**src/common/uef_regs.svh**
```systemverilog
// Constants for the upstream error forwarding block
`ifndef UEF_REGS_SVH
`define UEF_REGS_SVH
// ************************************************************
// Error source indices (bit positions in the per-error vectors)
// ************************************************************
`define UEF_ERR_DATA    2'd0
`define UEF_ERR_PERR    2'd1
`define UEF_ERR_ADDR    2'd2
`define UEF_ERR_ATTR    2'd3
`define UEF_NUM_ERR     4
// ************************************************************
// Pointer encodings and widths
// ************************************************************
`define UEF_PTR_W       3
`define UEF_PTR_NONE    3'h0
`define UEF_HDR_W       128
`define UEF_ALL_ONES    32'hFFFF_FFFF
`define UEF_STAT_RST    1'b0
`endif

```
**src/common/uef_pkg.sv**
```systemverilog
// Types shared by the upstream error forwarding block
package uef_pkg;
  // Completion status seen on the upstream link
  typedef enum logic [1:0] {
    UEF_CPL_SC = 2'h0,
    UEF_CPL_UR = 2'h1,
    UEF_CPL_CA = 2'h2
  } uef_cpl_t;

  // Kind of delayed transaction that got the completion
  typedef enum logic [1:0] {
    UEF_DT_MRD = 2'h0,
    UEF_DT_IORD = 2'h1,
    UEF_DT_IOWR = 2'h2
  } uef_dt_t;

  // One completion event toward the secondary bus
  typedef struct packed {
    logic       valid;
    uef_dt_t    kind;
    uef_cpl_t   status;
  } uef_cpl_evt_t;

  // Answer to the originating master of a delayed transaction
  typedef struct packed {
    logic        valid;
    logic        target_abort;
    logic        normal;
    logic        force_ones;
    logic [31:0] data;
  } uef_dt_resp_t;

  // Error message request toward the upstream link
  typedef struct packed {
    logic valid;
    logic fatal;
  } uef_msg_t;
endpackage : uef_pkg

```
**src/design/uef_cpl_map.sv**
```systemverilog
// Maps delayed-transaction completion status to the PCI answer
`timescale 1ns/100ps
module uef_cpl_map (
  // Clock and reset
  input  wire logic                  sys_clk,
  input  wire logic                  rst,
  // Mode
  input  wire logic                  ir_master_abort_mode,
  // Completion event in
  input  wire uef_pkg::uef_cpl_evt_t cpl_evt,
  // Registered answer out
  output uef_pkg::uef_dt_resp_t      dt_resp
);
  `include "uef_regs.svh"
  // ************************************************************
  // Decode
  // ************************************************************
  // Completer abort always aborts; UR only in immediate mode
  wire is_ur = cpl_evt.status == uef_pkg::UEF_CPL_UR;
  wire is_ca = cpl_evt.status == uef_pkg::UEF_CPL_CA;
  wire is_rd = cpl_evt.kind != uef_pkg::UEF_DT_IOWR;
  wire abort = is_ca || (is_ur && ir_master_abort_mode);
  wire ones  = is_ur && !ir_master_abort_mode && is_rd;
  uef_pkg::uef_dt_resp_t resp_nxt;
  assign resp_nxt.valid        = cpl_evt.valid;
  assign resp_nxt.target_abort = cpl_evt.valid && abort;
  assign resp_nxt.normal       = cpl_evt.valid && !abort;
  assign resp_nxt.force_ones   = cpl_evt.valid && ones;
  assign resp_nxt.data         = ones ? `UEF_ALL_ONES : 32'h0000_0000;

  // Registered so the top sees one clean cycle
  always_ff @(posedge sys_clk or posedge rst) begin
    if (rst) begin
      dt_resp <= '0;
    end else begin
      dt_resp <= resp_nxt;
    end
  end
endmodule : uef_cpl_map

```
**src/design/uef_top.sv**
```systemverilog
// Upstream (PCI to link) error forwarding for the bridge
// What this block does
// Bad-parity writes go upstream poisoned
// UR on read: abort or all-ones
// UR on I/O write: abort or normal
// Completer abort always gives target abort
// Write data parity error sets detected parity
// Non-posted bad write, response on: drop, PERR
// Non-posted bad write, response off: poison
// Write data parity error sets data status
// Log header when unmasked and pointer empty
// Message by severity when unmasked and enabled
// Message with system enable sets signaled error
// Set fatal or nonfatal detected by severity
// Posted bad write, response on: PERR, master
// PERR on read completion: continue, set status
// Poisoned completion PERR: same, no message
// Address error, response on: abort, discard
// Address/attribute error sets detected parity
// Address error: status, log, message
// Attribute error behaves as address error when response is on
// Status bits stay set until software clears
`timescale 1ns/100ps
`include "uef_regs.svh"
module uef_top #(
  parameter int HDR_W = `UEF_HDR_W
) (
  // Clock and reset
  input  wire logic                  sys_clk,
  input  wire logic                  rst,
  // Configuration
  input  wire logic                  secondary_parity_response_enable,
  input  wire logic                  ir_master_abort_mode,
  input  wire logic                  system_error_enable,
  input  wire logic                  fatal_reporting_enable,
  input  wire logic                  nonfatal_reporting_enable,
  input  wire logic [3:0]            err_mask,
  input  wire logic [3:0]            err_severity,
  // Software clears, one bit per status flag
  input  wire logic [3:0]            unc_status_clr,
  input  wire logic                  detected_parity_error_clr,
  input  wire logic                  master_data_parity_error_clr,
  input  wire logic                  signaled_target_abort_clr,
  input  wire logic                  signaled_system_error_clr,
  input  wire logic                  fatal_error_detected_clr,
  input  wire logic                  nonfatal_error_detected_clr,
  input  wire logic                  first_error_pointer_clr,
  // Secondary bus events
  input  wire logic                  wr_valid,
  input  wire logic                  wr_posted,
  input  wire logic                  wr_parity_err,
  input  wire logic                  addr_parity_err,
  input  wire logic                  attr_parity_err,
  input  wire logic                  rd_cpl_perr,
  input  wire logic                  rd_cpl_poisoned,
  input  wire logic [HDR_W-1:0]      evt_header,
  input  wire uef_pkg::uef_cpl_evt_t cpl_evt,
  // Forwarding decisions
  output logic                       fwd_valid,
  output logic                       fwd_poisoned,
  output logic                       wr_discard,
  output logic                       perr_assert,
  output logic                       addr_target_abort,
  output logic                       rd_cpl_continue,
  output uef_pkg::uef_dt_resp_t      dt_resp,
  output uef_pkg::uef_msg_t          msg_req,
  // Status
  output logic [3:0]                 unc_status_r,
  output logic                       detected_parity_error_r,
  output logic                       master_data_parity_error_r,
  output logic                       signaled_target_abort_r,
  output logic                       signaled_system_error_r,
  output logic                       fatal_error_detected_r,
  output logic                       nonfatal_error_detected_r,
  output logic [`UEF_PTR_W-1:0]      first_error_pointer_r,
  output logic [HDR_W-1:0]           header_log_r
);

  // ************************************************************
  // Event decode
  // ************************************************************
  // Address/attribute errors win over data checks on same cycle
  wire aa_err   = addr_parity_err || attr_parity_err;
  wire data_err = wr_valid && wr_parity_err && !aa_err;
  wire np_drop  = data_err && !wr_posted
                  && secondary_parity_response_enable;
  wire p_perr   = data_err && wr_posted
                  && secondary_parity_response_enable;
  // Attribute errors only count with parity response on
  wire attr_hit = attr_parity_err
                  && secondary_parity_response_enable;
  wire aa_abort = addr_parity_err
                  && secondary_parity_response_enable;

  logic [3:0] err_hit;
  assign err_hit[`UEF_ERR_DATA] = data_err;
  assign err_hit[`UEF_ERR_PERR] = rd_cpl_perr;
  assign err_hit[`UEF_ERR_ADDR] = addr_parity_err;
  assign err_hit[`UEF_ERR_ATTR] = attr_hit;

  // ************************************************************
  // Per-error reporting qualifiers
  // ************************************************************
  // A poisoned completion reports status but sends no message
  logic [3:0] err_live;
  logic [3:0] err_msg;
  logic [3:0] err_fatal;
  logic [3:0] err_nonfatal;
  genvar gi;
  generate
    for (gi = 0; gi < `UEF_NUM_ERR; gi++) begin : g_err
      assign err_live[gi] = err_hit[gi] && !err_mask[gi];
      assign err_fatal[gi] = err_hit[gi] && err_severity[gi];
      assign err_nonfatal[gi] = err_hit[gi] && !err_severity[gi];
      assign err_msg[gi] = err_live[gi]
        && !(gi == `UEF_ERR_PERR && rd_cpl_poisoned)
        && (system_error_enable
            || (err_severity[gi] ? fatal_reporting_enable
                                 : nonfatal_reporting_enable));
    end
  endgenerate

  wire any_msg   = |err_msg;
  wire msg_fatal = |(err_msg & err_severity);

  // ************************************************************
  // First error pointer and header log
  // ************************************************************
  // Lowest index wins when two errors land together
  logic [`UEF_PTR_W-1:0] ptr_pick;
  always_comb begin
    ptr_pick = `UEF_PTR_NONE;
    for (int i = `UEF_NUM_ERR - 1; i >= 0; i--) begin
      if (err_live[i]) begin
        ptr_pick = `UEF_PTR_W'(i + 1);
      end
    end
  end
  wire ptr_empty = first_error_pointer_r == `UEF_PTR_NONE;
  wire log_now   = ptr_empty && (|err_live);
  wire [`UEF_PTR_W-1:0] ptr_nxt =
    log_now ? ptr_pick
            : (first_error_pointer_clr ? `UEF_PTR_NONE
                                       : first_error_pointer_r);

  // Pointer locks the log until software frees it
  always_ff @(posedge sys_clk or posedge rst) begin
    if (rst) begin
      first_error_pointer_r <= `UEF_PTR_NONE;
      header_log_r          <= '0;
    end else begin
      first_error_pointer_r <= ptr_nxt;
      if (log_now) begin
        header_log_r <= evt_header;
      end
    end
  end

  // ************************************************************
  // Sticky status; set beats a same-cycle clear
  // ************************************************************
  wire [3:0] unc_status_nxt = (unc_status_r & ~unc_status_clr)
                              | err_hit;
  wire dpe_set = data_err || aa_err;
  wire dpe_nxt = dpe_set
                 || (detected_parity_error_r
                     && !detected_parity_error_clr);
  wire mdp_nxt = p_perr
                 || (master_data_parity_error_r
                     && !master_data_parity_error_clr);
  wire sta_nxt = aa_abort || attr_hit || dt_resp.target_abort
                 || (signaled_target_abort_r
                     && !signaled_target_abort_clr);
  wire sse_set = any_msg && system_error_enable;
  wire sse_nxt = sse_set
                 || (signaled_system_error_r
                     && !signaled_system_error_clr);
  wire fed_nxt = (|err_fatal)
                 || (fatal_error_detected_r
                     && !fatal_error_detected_clr);
  wire ned_nxt = (|err_nonfatal)
                 || (nonfatal_error_detected_r
                     && !nonfatal_error_detected_clr);

  // Status registers, never cleared by good traffic
  always_ff @(posedge sys_clk or posedge rst) begin
    if (rst) begin
      unc_status_r               <= '0;
      detected_parity_error_r    <= `UEF_STAT_RST;
      master_data_parity_error_r <= `UEF_STAT_RST;
      signaled_target_abort_r    <= `UEF_STAT_RST;
      signaled_system_error_r    <= `UEF_STAT_RST;
      fatal_error_detected_r     <= `UEF_STAT_RST;
      nonfatal_error_detected_r  <= `UEF_STAT_RST;
    end else begin
      unc_status_r               <= unc_status_nxt;
      detected_parity_error_r    <= dpe_nxt;
      master_data_parity_error_r <= mdp_nxt;
      signaled_target_abort_r    <= sta_nxt;
      signaled_system_error_r    <= sse_nxt;
      fatal_error_detected_r     <= fed_nxt;
      nonfatal_error_detected_r  <= ned_nxt;
    end
  end

  // ************************************************************
  // Forwarding decisions and message request
  // ************************************************************
  // Poison any bad write that is not dropped
  wire fwd_nxt    = wr_valid && !aa_err && !np_drop;
  wire poison_nxt = fwd_nxt && wr_parity_err;
  wire perr_nxt   = np_drop || p_perr;

  // Registered outputs; one-cycle pulses per event
  always_ff @(posedge sys_clk or posedge rst) begin
    if (rst) begin
      fwd_valid         <= 1'b0;
      fwd_poisoned      <= 1'b0;
      wr_discard        <= 1'b0;
      perr_assert       <= 1'b0;
      addr_target_abort <= 1'b0;
      rd_cpl_continue   <= 1'b0;
      msg_req           <= '0;
    end else begin
      fwd_valid         <= fwd_nxt;
      fwd_poisoned      <= poison_nxt;
      wr_discard        <= np_drop || aa_abort || attr_hit;
      perr_assert       <= perr_nxt;
      addr_target_abort <= aa_abort || attr_hit;
      rd_cpl_continue   <= rd_cpl_perr;
      msg_req.valid     <= any_msg;
      msg_req.fatal     <= any_msg && msg_fatal;
    end
  end

  // ************************************************************
  // Delayed-transaction completion mapping
  // ************************************************************
  uef_cpl_map u_cpl_map (
    .sys_clk              (sys_clk),
    .rst                  (rst),
    .ir_master_abort_mode (ir_master_abort_mode),
    .cpl_evt              (cpl_evt),
    .dt_resp              (dt_resp)
  );
endmodule : uef_top

```
**config.mk**
```make
export PLATFORM = sky130hd
export DESIGN_NAME = uef_top
export DESIGN_NICKNAME = d
export VERILOG_FILES = /design/src/common/uef_pkg.sv /design/src/design/uef_cpl_map.sv /design/src/design/uef_top.sv
export VERILOG_INCLUDE_DIRS = /design/src /design/src/common
export SDC_FILE = /design/constraint.sdc
export NUM_CORES = 1
export LEC_CHECK = 0
export BUFFER_PORTS_ARGS = -buffer_cell sky130_fd_sc_hd__buf_4
export CAP_MARGIN = 0
export CORE_ASPECT_RATIO = 1.4
export CORE_MARGIN = 4
export CORE_UTILIZATION = 34
export DETAILED_ROUTE_END_ITERATION = 12
export GPL_ROUTABILITY_DRIVEN = 0
export GPL_TIMING_DRIVEN = 0
export HOLD_SLACK_MARGIN = 0.1
export PLACE_DENSITY = 0.72
export SKIP_LAST_GASP = 1
export SLEW_MARGIN = 10
export SYNTH_ARGS = -nofsm -noshare
export SYNTH_HDL_FRONTEND = slang
export SYNTH_SLANG_ARGS = --single-unit
```
**constraint.sdc**
```tcl
create_clock -name sys_clk -period 12.8 [get_ports sys_clk]
set_clock_uncertainty 0.1 [all_clocks]
set_input_delay 2.56 -clock sys_clk [delete_from_list [all_inputs] [get_ports sys_clk]]
set_output_delay 2.56 -clock sys_clk [all_outputs]
set_load 0.005 [all_outputs]
```
==> results.md <==
- Post-synthesis register bit count: 154
- Max Cap Viol: 0
- RSZ-0062 raised after global routing: no
- Worst EP arrival: 1700 ps
- Pre-antenna DRT Iters: 4
- Yosys cell types: 31
- Final net count: approximately 940
- Post-layout minimum cycle time: around 4400 ps
- Hold Fails Final Rpt: 0
- Die height: ~170 um
- Final period util: roughly a third
- Routed Antenna Nets: 0
- CTS Hold Bufs: 0
- Post-CTS setup buffer count: 0
- Fillers: approximately 1700
- Die area: ~22000 um2
- Total CTS buffers: 17
- Post-Syn Area: ~6700 um2
- Area growth syn-to-layout: 53.1%
- Peak VDD IR: between 0.07 and 0.08 mV
- Slew @ Worst Pin: 919 ps
- Dpl cells: between 1000 and 1500
- Seq. cell area: 3850 um2
- Post-synth top area cell: dfrtp_1
- Largest net degree at the start of global routing: 95
- LEAKAGE: 0.00539 uW
- Post-layout util: a little over half
- CP Launch Type: flip-flop
- Max-slew headroom: around 39%
- Number of flops mapped to enable cells by yosys: 0
- Synth Warn #: 0
- Synth Instances: approximately 410
- Synth Net Count: around 570
- CP Capture Type: output pin
- Yosys top cell area share: between 50% and 60%
- CTS resizes: 0
- Ports: around 350
- Main synth FF type: dfrtp_1
- Core area: between 15000 and 20000 um2
- Pwr Density: between 150 and 200 nW/um2
- Min Hold Slack: 378 ps
- Drt initial violations: between 150 and 200
- Crit Path Max Fanout: 32
- Via count: around 4600
- Port buffer count: 349
- ANT cells: 0
- Critical Setup Path Class: flip-flop to output pin
- Residual DRC: 0
- Global-route usage over all layers: between 10% and 20%
- Share of cells above drive strength 1: 71.1%
- Clock buffer depth: 2
- HPWL after detailed placement: around 14000 um
- Register area share after synthesis: between 50 and 60%
- Worst Hold Class: flip-flop to flip-flop
- Vias in the first global route: between 4000 and 5000
- Outcome: finished, final reports clean
- Reg clk slew, reported paths: 60 ps
- Total negative slack: 0 ps
- First-pass GRT wire length: ~27000 um
- CTS Sinks: about 150
- DR vias/cell: 4.42
- Final std cells w/o fill: a little over 1000
- Worst skew pair latency: 410 ps
- Area of the multi-input gates: 2270 um2
- Syn Area/Cell: between 15 and 20 um2
- Final Max Slew Viols: 0
- Wirelength per Cell: 17.3 um
- Synth top cells by count: 154 x dfrtp_1, 109 x mux2_4, 32 x buf_4
- Count leader, synth: dfrtp_1
- Total gr overflow: 0
- CTS tree: built
- Synth top area cells: dfrtp_1 58%, mux2_4 24%, buf_4 3.6%, mux2_2 3.5%, buf_12 3.3%
- Width of the chip: 127 um
- # rows: 60
- WP data required: between 10000 and 15000 ps
- Post-synth ARST share: 100%
- Antenna violations before repair: 0
- CTS HTree Levels: 4
- Drt total wl: around 18000 um
- Root buffer cell: clkbuf_16
- Initial core utilization: approximately a third
- Setup Viol. Count Final: 0
- Max Clk Rate: around 0.23 GHz
## layout make-up
cell class | count | area share [%]
clock inverters | 14 | 1.58
clock buffers | 17 | 4.16
well taps | 248 | 3.03
plain buffers | 46 | 4.83
flip-flops and latches | 154 | 37.6
inverters | 18 | 0.733
repair buffers | 350 | 25.9
multi-input cells | 190 | 22.2
## registers in the layout, summed over array words and instances, names as in the netlist
name and count:
rd_cpl_continue 1, master_data_parity_error_r 1, u_cpl_map.dt_resp 5, signaled_target_abort_r 1, first_error_pointer_r 3, fatal_error_detected_r 1
perr_assert 1, fwd_valid 1, wr_discard 1, header_log_r 128, unc_status_r 4, msg_req 2
signaled_system_error_r 1, nonfatal_error_detected_r 1, detected_parity_error_r 1, addr_target_abort 1, fwd_poisoned 1
## metrics by stage
stage | setup WS, ps | instance area (um2) | total power, uW
finish | 8440 | 10200 | 1940
global placement | 4140 | 9620 | 1440
detailed placement | 8450 | 9650 | 1450
floorplan | 5990 | 6690 | 1080
global route | 8290 | 10200 | 2040
CTS | 8420 | 10200 | 1970
## worst max-delay path, cell delays in order, from the launching register on
cell and delay (ps):
dfrtp_1 950, buf_4 230, buf_4 100
## power breakdown
group	switching (uW)	internal [uW]
logic	216	477
clock network	213	291
registers	94.2	651
total	523	1420
## cell families (layout without fill, tap and decap cells)
group,count (synthesis),in the layout,share of synthesized area (%)
buffers and inverters,64,445,8.40
and+or+nand+nor,34,34,3.01
muxes,132,132,28.3
DFF,154,154,57.6
AOI/OAI and AO/OA,24,24,2.62
## metal layers
layer	global-route usage (%)	routed length, um	up-vias
met5	0	0	-
met4	6.40	565	0
met3	5.01	1240	35
met2	27.8	9570	204
met1	17.8	6550	2215
li1	-	-	2126
## placed cells by master (no fill, tap or decap), types with 2 or more instances in the layout
cell        instances
inv_6               3
clkinvlp_4          4
mux2_2             21
nor2b_1             2
bufinv_16           2
mux2_4            109
o21ai_0             6
nand2_1            10
inv_8               3
nand3_1             5
and2_1              3
mux2i_1             2
inv_1              17
clkinv_4            2
buf_4             381
a222oi_1            3
dfrtp_1           154
buf_12             11
o22ai_1             2
a21oi_1             5
clkbuf_16          17
buf_6               3
a21o_1              2
nor3_1              2
nor2_1              4
nand2b_1            3
## path summary, 6_finish.rpt
path	from	endpoint	slack (ps)	cells past startpoint
setup / recovery	u_cpl_map.dt_resp[30]	dt_resp[20]	8440	2
hold / removal	u_cpl_map.dt_resp[34]	signaled_target_abort_r	380	2
setup reg to reg	first_error_pointer_r[0]	header_log_r[7]	10920	5
hold reg to reg	u_cpl_map.dt_resp[34]	signaled_target_abort_r	380	2
max in group asynchronous	rst	header_log_r[122]	9720	3
min in group asynchronous	rst	header_log_r[46]	2070	2
Note: power is estimated with default switching activity, not from simulation.
